## config.mk

```make
export PLATFORM = sky130hd
export DESIGN_NAME = power_mode_regulator_control
export DESIGN_NICKNAME = d
export VERILOG_FILES = /design/src/power_mode_pkg.sv /design/src/power_mode_regulator_control.sv
export SDC_FILE = /design/constraint.sdc
export NUM_CORES = 1
export LEC_CHECK = 0
export BUFFER_PORTS_ARGS = -buffer_cell sky130_fd_sc_hd__buf_2
export CORE_MARGIN = 8
export CORE_UTILIZATION = 49
export DETAILED_ROUTE_END_ITERATION = 8
export GPL_ROUTABILITY_DRIVEN = 0
export PLACE_DENSITY = 0.9
export SLEW_MARGIN = 20
export SYNTH_ARGS = -nofsm -noshare
export SYNTH_HDL_FRONTEND = slang
export SYNTH_SLANG_ARGS = --single-unit
```

## constraint.sdc

```tcl
create_clock -name core_clk_i -period 2.1 [get_ports core_clk_i]
set_input_delay 0.63 -clock core_clk_i [delete_from_list [all_inputs] [get_ports core_clk_i]]
set_output_delay 0.63 -clock core_clk_i [all_outputs]
set_load 0.01 [all_outputs]
```

## src/power_mode_pkg.sv

```systemverilog
// Constants, types and state record for the power-mode and regulator controller.
// Assumes a byte-wide special-function register bus driven by the CPU core.
package power_mode_pkg;

   // ----------------------------------------------------------------
   // Register addresses
   // ----------------------------------------------------------------
   localparam logic [7:0] ADDR_REGULATOR_CONTROL = 8'hC9;
   localparam logic [7:0] ADDR_POWER_CONTROL = 8'h87;
   localparam logic [7:0] ADDR_OSC_SUSPEND = 8'hB6;

   // ----------------------------------------------------------------
   // Field positions
   // ----------------------------------------------------------------
   localparam int PRIMARY_DISABLE_BIT = 7;
   localparam int WAKE_LEVEL_BIT = 6;
   localparam int PRIMARY_LOW_POWER_BIT = 4;
   localparam int STOP_SHUTDOWN_BIT = 3;
   localparam int CORE_LOW_POWER_BIT = 1;
   localparam int IDLE_SELECT_BIT = 0;
   localparam int STOP_SELECT_BIT = 1;
   localparam int FLAGS_LSB = 2;
   localparam int SUSPEND_BIT = 5;

   // ----------------------------------------------------------------
   // Reset values and masks
   // ----------------------------------------------------------------
   localparam logic [7:0] REGULATOR_CONTROL_RESET = 8'h00;
   localparam logic [5:0] FLAGS_RESET = 6'h00;
   localparam logic [7:0] REGULATOR_WRITE_MASK = 8'hBF;
   localparam logic [7:0] READ_UNMAPPED = 8'h00;
   localparam logic [15:0] RESET_VECTOR = 16'h0000;

   // ----------------------------------------------------------------
   // Modes and state record
   // ----------------------------------------------------------------
   typedef enum logic [3:0] {
      MODE_RUN = 4'b0001,
      MODE_IDLE = 4'b0010,
      MODE_STOP = 4'b0100,
      MODE_SUSPEND = 4'b1000
   } pm_mode_t;

   typedef struct packed {
      logic [7:0] addr;
      logic [7:0] wdata;
      logic wr;
      logic rd;
   } sfr_req_t;

   typedef struct packed {
      pm_mode_t mode;
      logic [7:0] regulator_control;
      logic [5:0] flags;
      logic idle_armed;
      logic stop_armed;
      logic suspend_armed;
      logic core_shutdown;
      logic cpu_halt;
      logic osc_stop;
      logic hf_osc_suspend;
      logic wake_level;
      logic wake_prev;
      logic wake_edge;
      logic resume;
      logic reset_request;
      logic [15:0] restart_addr;
      logic [7:0] rdata;
   } pm_state_t;

endpackage

```

## src/power_mode_regulator_control.sv

```systemverilog
// Power-mode sequencer and regulator control register for an 8-bit core.
// Assumes the CPU core drives the SFR bus in core_clk_i, pulses instr_done_i
// when each instruction completes, and acts on the halt and reset outputs.
//
// Contract
// - Control register at 0xC9, clears on reset
// - Bit 7 disables primary regulator
// - Bit 6 reads live wake pin level
// - Bit 4 puts primary regulator low-power
// - Bit 3 shuts core regulator in stop
// - Bit 1 puts core regulator low-power
// - Idle halts CPU after setting instruction
// - Enabled interrupt ends idle, resumes CPU
// - Reset from low power restarts at zero
// - Enabled watchdog timeout ends idle by reset
// - Stop halts oscillator, CPU, digital peripherals
// - Only reset leaves stop, never interrupts
// - Enabled missing-clock detector resets out of stop unless bit 3 shut the core regulator
// - Suspend halts fast oscillator, CPU may run
// - Wake pin edge or reset ends suspend
// - Fast-oscillator wake continues, services wake interrupt
// - Wake interrupt on both edges, no flag
// - Idle and stop select read zero
`timescale 1ns/1ps

module power_mode_regulator_control
   import power_mode_pkg::*;
(
   input wire logic core_clk_i,
   input wire logic reset_i,
   input wire logic [7:0] sfr_addr_i,
   input wire logic [7:0] sfr_wdata_i,
   input wire logic sfr_wr_i,
   input wire logic sfr_rd_i,
   output logic [7:0] sfr_rdata_o,
   input wire logic instr_done_i,
   input wire logic irq_pending_i,
   input wire logic wake_pin_i,
   input wire logic hf_osc_selected_i,
   input wire logic reset_pin_i,
   input wire logic internal_reset_i,
   input wire logic watchdog_enable_i,
   input wire logic watchdog_timeout_i,
   input wire logic missing_clock_enable_i,
   input wire logic missing_clock_timeout_i,
   output logic primary_regulator_disable_o,
   output logic primary_regulator_low_power_o,
   output logic core_regulator_low_power_o,
   output logic core_regulator_shutdown_o,
   output logic cpu_halt_o,
   output logic int_osc_stop_o,
   output logic hf_osc_suspend_o,
   output logic wake_irq_o,
   output logic cpu_resume_o,
   output logic device_reset_o,
   output logic [15:0] restart_addr_o,
   output logic [3:0] power_mode_o
);

   // ----------------------------------------------------------------
   // Address decode
   // ----------------------------------------------------------------
   // No page input: the block answers on every register page.
   function automatic logic sfr_hit(input logic [7:0] addr, input logic [7:0] target);
      sfr_hit = (addr == target);
   endfunction

   pm_state_t st_q;
   pm_state_t st_d;
   sfr_req_t req;
   logic wr_ctrl;
   logic wr_power;
   logic wr_suspend;
   logic idle_go;
   logic stop_go;
   logic suspend_go;
   logic reset_go;

   assign req.addr = sfr_addr_i;
   assign req.wdata = sfr_wdata_i;
   assign req.wr = sfr_wr_i;
   assign req.rd = sfr_rd_i;

   assign wr_ctrl = req.wr && sfr_hit(req.addr, ADDR_REGULATOR_CONTROL);
   assign wr_power = req.wr && sfr_hit(req.addr, ADDR_POWER_CONTROL);
   assign wr_suspend = req.wr && sfr_hit(req.addr, ADDR_OSC_SUSPEND);

   // ----------------------------------------------------------------
   // Reset source qualification
   // ----------------------------------------------------------------
   // With the core regulator shut down the internal network is dead, so
   // only the pin can bring the device back.
   always_comb begin
      reset_go = reset_pin_i;
      case (st_q.mode)
         MODE_STOP: begin
            if (!st_q.core_shutdown) begin
               reset_go = reset_go || internal_reset_i;
               reset_go = reset_go || (missing_clock_enable_i && missing_clock_timeout_i);
            end
         end
         MODE_IDLE: begin
            reset_go = reset_go || internal_reset_i;
            reset_go = reset_go || (watchdog_enable_i && watchdog_timeout_i);
            reset_go = reset_go || (missing_clock_enable_i && missing_clock_timeout_i);
         end
         default: begin
            reset_go = reset_go || internal_reset_i;
            reset_go = reset_go || (watchdog_enable_i && watchdog_timeout_i);
            reset_go = reset_go || (missing_clock_enable_i && missing_clock_timeout_i);
         end
      endcase
   end

   // ----------------------------------------------------------------
   // Entry requests
   // ----------------------------------------------------------------
   // A select written in the same cycle as the completion strobe counts,
   // so a one-cycle store instruction is not missed.
   always_comb begin
      stop_go = instr_done_i
         && (st_q.stop_armed || (wr_power && req.wdata[STOP_SELECT_BIT]));
      idle_go = instr_done_i && !stop_go
         && (st_q.idle_armed || (wr_power && req.wdata[IDLE_SELECT_BIT]));
      suspend_go = instr_done_i && !stop_go && !idle_go
         && (st_q.suspend_armed || (wr_suspend && req.wdata[SUSPEND_BIT]));
   end

   // ----------------------------------------------------------------
   // Next state
   // ----------------------------------------------------------------
   always_comb begin
      st_d = st_q;
      st_d.wake_edge = 1'b0;
      st_d.resume = 1'b0;
      st_d.reset_request = 1'b0;

      // Pin level sampled once; the edge compares two registered samples.
      st_d.wake_level = wake_pin_i;
      st_d.wake_prev = st_q.wake_level;
      st_d.wake_edge = st_q.wake_level ^ st_q.wake_prev;

      // Register writes
      if (wr_ctrl) begin
         // Reserved bits are kept as written but drive nothing.
         st_d.regulator_control = req.wdata & REGULATOR_WRITE_MASK;
      end
      if (wr_power) begin
         st_d.flags = req.wdata[7:FLAGS_LSB];
         if (req.wdata[STOP_SELECT_BIT]) begin
            st_d.stop_armed = 1'b1;
         end
         if (req.wdata[IDLE_SELECT_BIT]) begin
            st_d.idle_armed = 1'b1;
         end
      end
      if (wr_suspend && req.wdata[SUSPEND_BIT]) begin
         st_d.suspend_armed = 1'b1;
      end

      // Mode sequencing
      case (st_q.mode)
         MODE_RUN: begin
            if (stop_go) begin
               st_d.mode = MODE_STOP;
               st_d.stop_armed = 1'b0;
               st_d.idle_armed = 1'b0;
               // Shutdown choice is frozen at entry; later writes cannot land.
               st_d.core_shutdown = st_q.regulator_control[STOP_SHUTDOWN_BIT];
            end else if (idle_go) begin
               st_d.mode = MODE_IDLE;
               st_d.idle_armed = 1'b0;
            end else if (suspend_go) begin
               st_d.mode = MODE_SUSPEND;
               st_d.suspend_armed = 1'b0;
            end
         end
         MODE_IDLE: begin
            if (irq_pending_i) begin
               st_d.mode = MODE_RUN;
               st_d.resume = 1'b1;
            end
         end
         MODE_STOP: begin
            // Interrupts are ignored here; only the reset path below exits.
            st_d.mode = MODE_STOP;
         end
         MODE_SUSPEND: begin
            if (st_q.wake_edge) begin
               st_d.mode = MODE_RUN;
               st_d.resume = hf_osc_selected_i;
            end else if (stop_go) begin
               st_d.mode = MODE_STOP;
               st_d.stop_armed = 1'b0;
               st_d.idle_armed = 1'b0;
               st_d.core_shutdown = st_q.regulator_control[STOP_SHUTDOWN_BIT];
            end else if (idle_go) begin
               st_d.mode = MODE_IDLE;
               st_d.idle_armed = 1'b0;
            end
         end
         default: begin
            st_d.mode = MODE_RUN;
         end
      endcase

      // A qualified reset overrides every mode and drops pending entries.
      if (reset_go) begin
         st_d.mode = MODE_RUN;
         st_d.reset_request = 1'b1;
         st_d.restart_addr = RESET_VECTOR;
         st_d.idle_armed = 1'b0;
         st_d.stop_armed = 1'b0;
         st_d.suspend_armed = 1'b0;
         st_d.resume = 1'b0;
      end

      // Derived mode outputs, registered alongside the mode itself
      st_d.cpu_halt = (st_d.mode == MODE_IDLE) || (st_d.mode == MODE_STOP);
      st_d.osc_stop = (st_d.mode == MODE_STOP);
      st_d.hf_osc_suspend = (st_d.mode == MODE_SUSPEND)
         || (st_d.mode == MODE_STOP);
      if (st_d.mode != MODE_STOP) begin
         st_d.core_shutdown = 1'b0;
      end

      // Read data, one cycle after the strobe
      st_d.rdata = READ_UNMAPPED;
      if (req.rd) begin
         if (sfr_hit(req.addr, ADDR_REGULATOR_CONTROL)) begin
            st_d.rdata = st_q.regulator_control;
            st_d.rdata[WAKE_LEVEL_BIT] = st_q.wake_level;
         end else if (sfr_hit(req.addr, ADDR_POWER_CONTROL)) begin
            // Select bits are write-only triggers.
            st_d.rdata = {st_q.flags, 2'b00};
         end else if (sfr_hit(req.addr, ADDR_OSC_SUSPEND)) begin
            st_d.rdata[SUSPEND_BIT] = (st_q.mode == MODE_SUSPEND);
         end
      end
   end

   // ----------------------------------------------------------------
   // State register
   // ----------------------------------------------------------------
   always_ff @(posedge core_clk_i) begin
      if (reset_i) begin
         st_q.mode <= MODE_RUN;
         st_q.regulator_control <= REGULATOR_CONTROL_RESET;
         st_q.flags <= FLAGS_RESET;
         st_q.idle_armed <= 1'b0;
         st_q.stop_armed <= 1'b0;
         st_q.suspend_armed <= 1'b0;
         st_q.core_shutdown <= 1'b0;
         st_q.cpu_halt <= 1'b0;
         st_q.osc_stop <= 1'b0;
         st_q.hf_osc_suspend <= 1'b0;
         st_q.wake_level <= 1'b0;
         st_q.wake_prev <= 1'b0;
         st_q.wake_edge <= 1'b0;
         st_q.resume <= 1'b0;
         st_q.reset_request <= 1'b0;
         st_q.restart_addr <= RESET_VECTOR;
         st_q.rdata <= READ_UNMAPPED;
      end else begin
         st_q <= st_d;
      end
   end

   // ----------------------------------------------------------------
   // Outputs
   // ----------------------------------------------------------------
   // Regulator disable and low-power controls follow the stored bits directly; software keeps
   // the core low-power bit clear while the primary regulator is off.
   assign primary_regulator_disable_o = st_q.regulator_control[PRIMARY_DISABLE_BIT];
   assign primary_regulator_low_power_o = st_q.regulator_control[PRIMARY_LOW_POWER_BIT];
   assign core_regulator_low_power_o = st_q.regulator_control[CORE_LOW_POWER_BIT];
   assign core_regulator_shutdown_o = st_q.core_shutdown;
   assign cpu_halt_o = st_q.cpu_halt;
   assign int_osc_stop_o = st_q.osc_stop;
   assign hf_osc_suspend_o = st_q.hf_osc_suspend;
   assign wake_irq_o = st_q.wake_edge;
   assign cpu_resume_o = st_q.resume;
   assign device_reset_o = st_q.reset_request;
   assign restart_addr_o = st_q.restart_addr;
   assign power_mode_o = st_q.mode;
   assign sfr_rdata_o = st_q.rdata;

endmodule

```

==> results of run 1 <==
## critical path, stage by stage (launching register included)
cell and delay (ns):
sky130_fd_sc_hd__dfxtp_1 0.58, sky130_fd_sc_hd__or3b_1 0.40, sky130_fd_sc_hd__a211oi_2 0.26, sky130_fd_sc_hd__nor4b_2 0.27
sky130_fd_sc_hd__o21a_1 0.17, sky130_fd_sc_hd__or2_1 0.11
## how the worst min path moves through the flow
stage	from	to	depth (start not counted)
6_report	st_q[36]$_SDFFE_PP0N_	sfr_rdata_o[2]$_SDFF_PP0_	1
5_1_grt	st_q[38]$_SDFFE_PP0N_	sfr_rdata_o[4]$_SDFF_PP0_	1
4_1_cts	st_q[36]$_SDFFE_PP0N_	sfr_rdata_o[2]$_SDFF_PP0_	1
3_5_place_dp	st_q[36]$_SDFFE_PP0N_	sfr_rdata_o[2]$_SDFF_PP0_	1
3_3_place_gp	st_q[42]$_SDFFE_PP0P_	sfr_rdata_o[0]$_SDFF_PP0_	1
2_1_floorplan	st_q[42]$_SDFFE_PP0P_	sfr_rdata_o[0]$_SDFF_PP0_	1
## cells in the mapped netlist (2+ instances only)
cell	instances	area [um2]
sky130_fd_sc_hd__dfxtp_1	37	741
sky130_fd_sc_hd__buf_4	31	233
sky130_fd_sc_hd__nor2_1	21	78.8
sky130_fd_sc_hd__mux2i_1	13	130
sky130_fd_sc_hd__and2_1	7	43.8
sky130_fd_sc_hd__a21oi_1	5	25.0
sky130_fd_sc_hd__a22o_1	5	43.8
sky130_fd_sc_hd__nand3_1	5	25.0
sky130_fd_sc_hd__inv_1	4	15.0
sky130_fd_sc_hd__nor2b_1	4	25.0
sky130_fd_sc_hd__nor3_1	4	20.0
sky130_fd_sc_hd__o21ai_0	4	20.0
sky130_fd_sc_hd__clkbuf_1	3	11.3
sky130_fd_sc_hd__nand2_1	3	11.3
sky130_fd_sc_hd__buf_2	2	10.0
sky130_fd_sc_hd__inv_2	2	7.51
sky130_fd_sc_hd__nand2b_1	2	12.5
sky130_fd_sc_hd__nand4_1	2	12.5
sky130_fd_sc_hd__nor3b_1	2	15.0
sky130_fd_sc_hd__o21ai_1	2	10.0
sky130_fd_sc_hd__or3b_1	2	17.5
## metal layers
| layer | GRT usage | part of all wire |
|---|---|---|
| met1 | 0.144 | 0.42 |
| met2 | 0.207 | 0.44 |
| met3 | 0.0711 | 0.11 |
| met4 | 0.0830 | 0.026 |
| met5 | 0 | 0 |
## placed cells by master (no fill, tap or decap), types with 2 or more instances in the layout
| cell type | instances |
|---|---|
| sky130_fd_sc_hd__a21oi_1 | 5 |
| sky130_fd_sc_hd__o21ai_1 | 2 |
| sky130_fd_sc_hd__nor2b_1 | 4 |
| sky130_fd_sc_hd__inv_1 | 4 |
| sky130_fd_sc_hd__mux2i_1 | 13 |
| sky130_fd_sc_hd__a22o_1 | 5 |
| sky130_fd_sc_hd__o21ai_0 | 4 |
| sky130_fd_sc_hd__nand2_1 | 3 |
| sky130_fd_sc_hd__dfxtp_1 | 37 |
| sky130_fd_sc_hd__buf_2 | 51 |
| sky130_fd_sc_hd__nor2_1 | 21 |
| sky130_fd_sc_hd__inv_2 | 2 |
| sky130_fd_sc_hd__nor3_1 | 4 |
| sky130_fd_sc_hd__conb_1 | 16 |
| sky130_fd_sc_hd__nand4_1 | 2 |
| sky130_fd_sc_hd__or3b_1 | 2 |
| sky130_fd_sc_hd__nor3b_1 | 2 |
| sky130_fd_sc_hd__and2_1 | 7 |
| sky130_fd_sc_hd__clkbuf_8 | 5 |
| sky130_fd_sc_hd__buf_4 | 7 |
| sky130_fd_sc_hd__nand3_1 | 5 |
| sky130_fd_sc_hd__nand2b_1 | 2 |
## kinds of logic after synthesis
kind of cell,Yosys count,synth area share
AND/OR/NAND/NOR,65,0.220
buffers and inverters,42,0.152
flip-flops,37,0.406
XOR/XNOR,1,0.00481
other,1,0.00206
AO/OA/AOI/OAI,32,0.144
multiplexers,13,0.0714
## metrics by stage
step / std cells / instance area [um2] / hold slack (ns) / util / setup WS [ns]
2_1_floorplan: 206 / 1880 / 0.429 / - / 0.203
3_3_place_gp: 277 / 2010 / 0.441 / 0.558 / 0.0599
3_5_place_dp: 277 / 2010 / 0.461 / 0.558 / -0.00595
4_1_cts: 285 / 2100 / 0.479 / 0.583 / 0.288
5_1_grt: 285 / 2100 / 0.506 / 0.583 / 0.202
6_report: 285 / 2100 / 0.480 / 0.583 / 0.263
## layout make-up
class                           instances  area (um2)  share of cell area
Clock buffer                            5        68.8              0.0327
Clock inverter                          3        21.3              0.0101
Inverter                                6        22.5              0.0107
Multi-Input combinational cell        127         862               0.410
Sequential cell                        37         741               0.352
Tap cell                               48        60.1              0.0286
Timing Repair Buffer                   59         328               0.156
## power breakdown
| part | internal [mW] | switching [mW] | total [mW] |
|---|---|---|---|
| Sequential | 0.706 | 0.00329 | 0.709 |
| Combinational | 0.0365 | 0.0525 | 0.0890 |
| Clock | 0.235 | 0.264 | 0.499 |
==> results.txt, run 1 <==
----------------------------------------------------
[Outcome]
  Run status ... completed

[Detailed routing]
  Via count ... 1473
  Detailed-route vias per instance ... 5.17
  Antenna Violating Nets Remaining ... 0
  Count of routing violations after the opening detailed-route iteration ... 101
  Number of iterations in the first detailed-routing pass ... 4
  Final routed DRC violation total ... 0
  Final routed wire length divided by cell count ... 13.9 um
  Drt total wl ... 3970 um

[Synth]
  Mean Syn Cell Area ... 9.54 um2
  Netlist cell types ... 52
  Post-Syn Area ... 0.00182 mm2
  Share of the yosys chip area belonging to registers ... 0.406
  Post-synthesis sequential element count ... 37
  Number of synthesized flops with an enable pin ... 0
  Number of instances in the synthesized netlist ... 191
  Primary flip-flop cell chosen by synthesis mapping ... sky130_fd_sc_hd__dfxtp_1
  Fraction of registers with async set/reset ... 0
  Yosys Warn Count ... 0

[Critical path]
  Crit path max fanout ... 11
  Count of cells along the worst register-to-register path ... 5
  Crit end category ... register
  Terminus of the critical flop-to-flop path ... cpu_halt_o$_SDFF_PP0_
  Startpoint of the worst-slack reg-to-reg timing path ... power_mode_o[3]$_SDFF_PP0_
  Endpoint required time on the critical path ... 2.33 ns
  Signal arrival time at the worst endpoint ... 2.07 ns
  End of the critical path ... cpu_halt_o$_SDFF_PP0_
  CP startpoint ... power_mode_o[3]$_SDFF_PP0_
  Launching element type of the critical path ... register
  Kind of critical path ... register to register
  Worst reg-to-reg setup slack ... 0.26 ns

[STA]
  Time the worst path needs with I/O delays and setup ... 1.84 ns
  Setup repair after global routing missed its margin ... no
  Slew Viols, Final ... 0
  Highest achievable clock rate ... 544 MHz
  Skew final ... 0.00504 ns
  Hold Fails Final Rpt ... 0
  Final worst-path cycle share ... 0.875
  Sum Neg Setup Slack ... 0 ns
  Number of setup violations in the final report ... 0

[Power]
  Static power due to leakage ... 0.985 nW
  Overall Power ... 1.30 mW
  Areal power density over the cells ... 617 mW/mm2
  Highest ir drop seen on vdd ... 0.332 mV

[GRT]
  Global Route Usage Sum ... 0.135
  Pin count of the biggest net entering global routing ... 18
  Initial antenna violation count ... 0
  Vias in the first global route ... 1512
  Total congestion overflow ... 0
  Global-route wire length before repair ... 6580 um

[Finish]
  ANT cells ... 0
  Top register by number of flip-flops ... st_q
  Share of post-route cells with drive strength above 1 ... 0.325
  Flip-flop count of the largest register after layout ... 14
  Net count of the finished layout ... 266
  # fillers ... 347
  Post-synthesis to final-layout area growth ... 15.4%

[Floorplanning]
  Io pins ... 68
  Overall die area ... 0.00593 mm2
  DIE WIDTH ... 77.0 um
  Number of cell rows ... 22
  Chip height ... 77.0 um
  CORE AREA ... 0.00361 mm2
  Effective utilization at floorplan ... 0.506

[Placed design]
  Buffers on Ports ... 51
  Detailed placer's ending HPWL ... 3180 um

[Clock network]
  Skew-Pair Late Insertion Delay ... 0.29 ns
  Number of cells upsized or downsized after cts ... 0
  Number of buffers added to fix hold violations after cts ... 0
  Total CTS buffers ... 5
  Clk slew on worst S/H paths ... 0.08 ns
  CTS tree ... yes
  Number of setup buffers added after CTS ... 0
  Clock sink total ... 37
  Bufs on Longest Clock Path ... 2
  Cell at the root of the clock tree ... sky130_fd_sc_hd__clkbuf_8
  Clock H-tree levels ... 2

[Min path]
  Worst min-delay path class ... register to register

[Job]
  Number of max-capacitance violations reported ... 0

----------------------------------------------------
(Power assumes the default switching activity.)
==> inputs of run 2 (changes only) <==
- SETUP_SLACK_MARGIN: not set -> 0.4
==> run 2 against run 1 <==
Net effect: cell count increased by 3.2%; hold slack got worse by 0.015 ns; register-to-register slack improved by 0.11 ns; critical path depth increased by 1; sequential power about the same; via count increased by 6.7%; wire length increased by 19%; utilization increased by 5.4 points; clock power increased by 10%; sequential share of layout area decreased by 2.4 points; clock skew increased by 0.0021 ns; setup slack improved by 0.11 ns; critical path type unchanged; critical endpoint unchanged; highest routed layer unchanged.
==> results.txt, run 2 (synthesized netlist as in run 1, its figures left out) <==
----------------------------------------------------
[Outcome]
  Run status ... completed

[Clock network]
  Skew-Pair Late Insertion Delay ... 0.29 ns (about the same)
  Cell at the root of the clock tree ... sky130_fd_sc_hd__clkbuf_8
  Number of buffers added to fix hold violations after cts ... 0 (unchanged)
  Clk slew on worst S/H paths ... 0.07 ns (about the same)
  CTS tree ... yes
  Total CTS buffers ... 5 (unchanged)
  Clock sink total ... 37 (unchanged)
  Clock H-tree levels ... 2 (unchanged)
  Bufs on Longest Clock Path ... 2 (unchanged)

[STA]
  Time the worst path needs with I/O delays and setup ... 1.73 ns (-0.111 ns)
  Post-Route Hold Slack ... 0.464 ns (-0.0155 ns)
  Slew Viols, Final ... 0 (unchanged)
  Skew final ... 0.00718 ns (+0.00214 ns)
  Sum Neg Setup Slack ... 0 ns (unchanged)
  Number of setup violations in the final report ... 0 (unchanged)
  Post-layout worst setup margin ... 0.373 ns (+0.111 ns)
  Hold Fails Final Rpt ... 0 (unchanged)
  Highest achievable clock rate ... 579 MHz (+6.4%)
  Setup repair after global routing missed its margin ... yes
  Final worst-path cycle share ... 0.822 (-0.0527)

[Floorplanning]
  Io pins ... 68 (unchanged)
  CORE AREA ... 0.00361 mm2 (unchanged)
  Number of cell rows ... 22 (unchanged)
  DIE WIDTH ... 77.0 um (unchanged)
  Overall die area ... 0.00593 mm2 (unchanged)
  Effective utilization at floorplan ... 0.506 (unchanged)
  Chip height ... 77.0 um (unchanged)

[Power]
  Relative contribution of sequential cells to total power ... 0.520 (-0.027)
  Total net switching power ... 0.316 mW (-1.1%)
  Areal power density over the cells ... 591 mW/mm2 (-4.1%)
  Combinational cell fraction of total power ... 0.076 (+0.007)
  Cell-internal power ... 1.04 mW (+6.7%)
  Proportion of total power due to net switching ... 0.233 (-0.0138)
  Static power due to leakage ... 1.08 nW (+9.7%)
  Highest ir drop seen on vdd ... 0.289 mV (-13%)
  Share of power burned in the clock network ... 0.404 (+0.019)

[Critical path]
  Critical path cell sequence ... buf_6, or3b_4, a211oi_4, nor4b_4, o21a_1, or2_1
  Kind of critical path ... register to register
  Crit end category ... register
  Cell with the largest stage delay on the worst path ... sky130_fd_sc_hd__dfxtp_4
  Crit path max fanout ... 7 (-4)
  Signal arrival time at the worst endpoint ... 1.97 ns (-0.10 ns)
  Endpoint required time on the critical path ... 2.35 ns (+0.02 ns)
  Launching element type of the critical path ... register
  Delay of the slowest critical-path stage ... 0.40 ns (-0.18 ns)

[Finish]
  Share of the core filled with cells ... 0.637 (+0.0541)
  Flip-flop count of the largest register after layout ... 14 (unchanged)
  ANT cells ... 0 (unchanged)
  Most frequent cells in the layout ... 48 x sky130_fd_sc_hd__buf_2, 33 x sky130_fd_sc_hd__dfxtp_1, 21 x sky130_fd_sc_hd__nor2_1, 16 x sky130_fd_sc_hd__conb_1, 15 x sky130_fd_sc_hd__buf_4
  Most common cell after layout, fill and taps aside ... sky130_fd_sc_hd__buf_2
  Top register by number of flip-flops ... st_q
  Net count of the finished layout ... 275 (+3.4%)
  Post-synthesis to final-layout area growth ... 26.1%
  Share of post-route cells with drive strength above 1 ... 0.419 (+0.0938)

[GRT]
  Initial antenna violation count ... 0 (unchanged)
  Global-route wire length before repair ... 7430 um (+13%)
  Total congestion overflow ... 0 (unchanged)
  Vias in the first global route ... 1539 (+1.8%)
  Global Route Usage Sum ... 0.153 (+0.0174)
  Pin count of the biggest net entering global routing ... 18 (unchanged)

[Detailed routing]
  Via count ... 1572 (+6.7%)
  Detailed-route vias per instance ... 5.35 (+3.5%)
  Antenna Violating Nets Remaining ... 0 (unchanged)
  Number of iterations in the first detailed-routing pass ... 4 (unchanged)
  Drt total wl ... 4730 um (+19%)
  Count of routing violations after the opening detailed-route iteration ... 69 (-32%)
  Final routed wire length divided by cell count ... 16.1 um (+15%)
  Final routed DRC violation total ... 0 (unchanged)

[Job]
  Number of max-capacitance violations reported ... 0 (unchanged)

[Placed design]
  Buffers on Ports ... 51 (unchanged)
  Detailed placer's ending HPWL ... 3230 um (+1.7%)
  Worst setup timing slack at the placement stage ... 0.00805 ns (+0.0140 ns)

[Min path]
  Worst min-delay path class ... register to register

----------------------------------------------------
run 2: changes by cell type in the layout (fill, tap and decap cells not counted), moves of 3 or more:
cell,delta
sky130_fd_sc_hd__buf_4,+8
sky130_fd_sc_hd__dfxtp_4,+3
sky130_fd_sc_hd__buf_6,+4
sky130_fd_sc_hd__dfxtp_1,-4
sky130_fd_sc_hd__buf_2,-3
run 2: per-layer routing:
layer  vias to the layer above  global-route usage  share of wire
li1                        739                   -              -
met1                       735               0.151           0.37
met2                        77               0.266           0.51
met3                        21              0.0653          0.082
met4                         0              0.0774          0.036
met5                         -                   0              0
run 2: stage by stage:
| stage | area, um2 | std cells | total power, mW |
|---|---|---|---|
| floorplan | 1900 | 206 | 0.792 |
| global placement | 2000 | 274 | 0.811 |
| finish | 2300 | 294 | 1.36 |
| global route | 2300 | 294 | 1.41 |
| detailed placement | 2000 | 274 | 0.814 |
| CTS | 2160 | 288 | 1.36 |
run 2: area by class of cell:
type / count / area [um2]
tap: 48 / 60.1
timing repair buffer: 68 / 418
inverter: 6 / 22.5
sequential: 37 / 753
fill: 293 / 1310
multi-input combinational: 127 / 943
clock buffer: 7 / 96.3
clock inverter: 1 / 5.00
run 2: timing repair:
| item | 4_1_cts | 5_1_grt |
|---|---|---|
| setup buffers | 6 | 6 |
| endpoints found under the setup margin | 14 | 15 |
| resized for setup | 6 | 22 |
| pin swaps | 6 | 14 |
run 2: worst max-delay path, delay by kind of cell (launching register included):
| family | cells | cell delay, ns |
|---|---|---|
| simple gates | 3 | 0.72 |
| compound gates | 2 | 0.43 |
| flops | 1 | 0.40 |
| buf+inv | 1 | 0.13 |
run 2: worst paths after layout:
path                                    from                        end  slack, ns  cells after the start
hold reg to reg        st_q[42]$_SDFFE_PP0P_  sfr_rdata_o[0]$_SDFF_PP0_       0.46                      1
setup reg to reg  power_mode_o[3]$_SDFF_PP0_      cpu_halt_o$_SDFF_PP0_       0.37                      6
setup / recovery  power_mode_o[3]$_SDFF_PP0_      cpu_halt_o$_SDFF_PP0_       0.37                      6
hold / removal         st_q[42]$_SDFFE_PP0P_  sfr_rdata_o[0]$_SDFF_PP0_       0.46                      1
run 2: power groups by stage:
| stage | registers, mW | clock network (mW) | logic, mW |
|---|---|---|---|
| global placement | 0.725 | 0 | 0.0859 |
| floorplan | 0.726 | 0 | 0.0656 |
| CTS | 0.709 | 0.557 | 0.0926 |
| global route | 0.706 | 0.588 | 0.112 |
| finish | 0.706 | 0.549 | 0.103 |
| detailed placement | 0.726 | 0 | 0.0883 |
==> inputs of run 3 (changes only) <==
- CORE_UTILIZATION: 49 -> 44
- PLACE_DENSITY: 0.9 -> 0.85
- clock period: 2.1 -> 1.5 ns (I/O delays scaled with it)
==> run 3 against run 2 <==
Net effect: the run now ends with negative setup slack left; final area rose by 20%; utilization rose by 5.3 points; sequential share of layout area fell by 4.7 points; critical path depth rose by 1; maximum frequency rose by 7.2%; cell count rose by 12%; critical path type unchanged; non-clock buffer count rose by 32; first-iteration DRC count rose by 55%.
==> results.txt, run 3 (synthesized netlist as in run 1, its figures left out) <==
----------------------------------------------------
[Outcome]
  Run status ... finished with violations
  Failing checks ... negative setup slack

[STA]
  Post-layout worst setup margin ... -0.111 ns (-0.484 ns)
  Final worst-path cycle share ... 1.07 (+0.252)
  Sum Neg Setup Slack ... -0.512 ns (-0.512 ns)
  Hold Fails Final Rpt ... 0 (unchanged)
  Setup repair after global routing missed its margin ... yes
  Highest achievable clock rate ... 621 MHz (+7.2%)
  Slew Viols, Final ... 0 (unchanged)
  Time the worst path needs with I/O delays and setup ... 1.61 ns (-0.116 ns)
  Skew final ... 0.00436 ns (-0.00282 ns)
  Number of setup violations in the final report ... 13 (+13)

[Critical path]
  Endpoint required time on the critical path ... 1.68 ns (-0.67 ns)
  Crit path max fanout ... 5 (-2)
  Crit end category ... register
  Cell with the largest stage delay on the worst path ... sky130_fd_sc_hd__dfxtp_4
  Critical path cell sequence ... buf_6, nor2b_2, o311ai_2, a22oi_2, o211ai_2, inv_2, or2_1
  Launching element type of the critical path ... register
  Count of cells along the worst register-to-register path ... 7 (+1)
  Terminus of the critical flop-to-flop path ... cpu_halt_o$_SDFF_PP0_
  Kind of critical path ... register to register
  Startpoint of the worst-slack reg-to-reg timing path ... power_mode_o[3]$_SDFF_PP0_
  Signal arrival time at the worst endpoint ... 1.79 ns (-0.18 ns)
  Worst reg-to-reg setup slack ... -0.11 ns (-0.48 ns)
  Delay of the slowest critical-path stage ... 0.38 ns (-0.02 ns)

[Clock network]
  Skew-Pair Late Insertion Delay ... 0.29 ns (about the same)
  Bufs on Longest Clock Path ... 2 (unchanged)
  Cell at the root of the clock tree ... sky130_fd_sc_hd__clkbuf_8
  Total CTS buffers ... 5 (unchanged)
  CTS tree ... yes
  Clk slew on worst S/H paths ... 0.07 ns (about the same)
  Clock H-tree levels ... 2 (unchanged)
  Clock sink total ... 37 (unchanged)

[Detailed routing]
  Via count ... 1658 (+5.5%)
  Count of routing violations after the opening detailed-route iteration ... 107 (+55%)
  Detailed-route vias per instance ... 5.05 (-5.5%)
  Drt total wl ... 5080 um (+7.4%)
  Antenna Violating Nets Remaining ... 0 (unchanged)
  Final routed DRC violation total ... 0 (unchanged)
  Final routed wire length divided by cell count ... 15.5 um (-3.8%)
  Number of iterations in the first detailed-routing pass ... 4 (unchanged)

[Finish]
  Net count of the finished layout ... 307 (+12%)
  Top register by number of flip-flops ... st_q
  FF+latch area ... 774 um2 (+2.8%)
  ANT cells ... 0 (unchanged)
  Post-synthesis to final-layout area growth ... 51.5%
  # fillers ... 310 (+5.8%)
  Most frequent cells in the layout ... 35 x sky130_fd_sc_hd__buf_6, 35 x sky130_fd_sc_hd__buf_4, 29 x sky130_fd_sc_hd__buf_2, 21 x sky130_fd_sc_hd__nor2_1, 18 x sky130_fd_sc_hd__dfxtp_1
  Flip-flop count of the largest register after layout ... 14 (unchanged)
  Share of post-route cells with drive strength above 1 ... 0.554 (+0.135)
  Area of the multi-input gates ... 990 um2 (+4.9%)
  Share of the core filled with cells ... 0.690 (+0.0529)

[Floorplanning]
  CORE AREA ... 0.00400 mm2 (+11%)
  Effective utilization at floorplan ... 0.456 (-0.0498)
  Chip height ... 80.4 um (+4.4%)
  Overall die area ... 0.00646 mm2 (+8.9%)
  Number of cell rows ... 23 (+4.5%)
  DIE WIDTH ... 80.4 um (+4.4%)
  Io pins ... 68 (unchanged)

[GRT]
  Global Route Usage Sum ... 0.152 (-0.000317)
  Initial antenna violation count ... 0 (unchanged)
  Vias in the first global route ... 1704 (+11%)
  Global-route wire length before repair ... 7870 um (+5.9%)
  Total congestion overflow ... 0 (unchanged)
  Pin count of the biggest net entering global routing ... 18 (unchanged)

[Power]
  Highest ir drop seen on vdd ... 0.333 mV (+15%)
  Areal power density over the cells ... 674 mW/mm2 (+14%)
  Static power due to leakage ... 1.27 nW (+18%)
  Overall Power ... 1.86 mW (+37%)

[Min path]
  Worst min-delay path class ... primary input to register
  Capture endpoint of the worst hold path ... device_reset_o$_SDFF_PP0_
  Hold-critical path depth ... 3 (+2)
  Source of the worst hold timing path ... reset_pin_i

[Placed design]
  Detailed placer's ending HPWL ... 3430 um (+6.2%)
  Worst setup timing slack at the placement stage ... -0.351 ns (-0.359 ns)
  Buffers on Ports ... 51 (unchanged)

[Job]
  Number of max-capacitance violations reported ... 0 (unchanged)

----------------------------------------------------
-- run 3: worst max-delay path, delay by kind of cell, from the launching register on --
kind,cells,cell delay [ns]
compound gates,3,0.59
buf+inv,2,0.18
flops,1,0.38
simple gates,2,0.36
-- run 3: repair_timing --
item | 4_1_cts | 5_1_grt
pin swaps | 13 | 20
resized for setup | 37 | 43
setup buffers | 9 | 9
hold buffers | 0 | 0
endpoints found under the hold margin | 0 | 0
setup endpoints to repair | 56 | 56
-- run 3: cell type report --
| type | instances | area share |
|---|---|---|
| clock inverter | 2 | 0.00544 |
| sequential | 37 | 0.280 |
| timing repair buffer | 100 | 0.298 |
| inverter | 6 | 0.00906 |
| tap | 50 | 0.0227 |
| multi-input combinational | 127 | 0.358 |
| clock buffer | 6 | 0.0263 |
-- run 3: per-layer routing --
| layer | track usage | wire, um | vias up |
|---|---|---|---|
| met5 | 0 | 0 | - |
| met2 | 0.250 | 2430 | 62 |
| met1 | 0.178 | 2120 | 785 |
| met4 | 0.0655 | 107 | 0 |
| met3 | 0.0458 | 416 | 9 |
| li1 | - | - | 802 |
-- run 3: report_power, final --
| group | switching (mW) | total [mW] | internal (mW) |
|---|---|---|---|
| sequential | 0.00539 | 0.987 | 0.981 |
| clock | 0.363 | 0.690 | 0.327 |
| combinational | 0.0949 | 0.184 | 0.0889 |
| total | 0.463 | 1.86 | 1.40 |
-- run 3: worst max-delay path by stage --
stage	end	slack [ns]	from
finish	cpu_halt_o$_SDFF_PP0_	-0.11	power_mode_o[3]$_SDFF_PP0_
global route	hf_osc_suspend_o$_SDFF_PP0_	-0.21	power_mode_o[2]$_SDFF_PP0_
CTS	cpu_halt_o$_SDFF_PP0_	-0.12	power_mode_o[3]$_SDFF_PP0_
detailed placement	hf_osc_suspend_o$_SDFF_PP0_	-0.35	sfr_addr_i[3]
global placement	cpu_halt_o$_SDFF_PP0_	-0.31	sfr_addr_i[3]
floorplan	cpu_halt_o$_SDFF_PP0_	-0.14	sfr_addr_i[3]
-- run 3: metrics by stage --
step,hold WS (ns),area [um2],instances
final,0.381,2760,328
after global routing,0.417,2760,328
after CTS,0.378,2510,319
after detailed placement,0.457,2210,302
after global placement,0.443,2210,302
after floorplan,0.429,1910,206
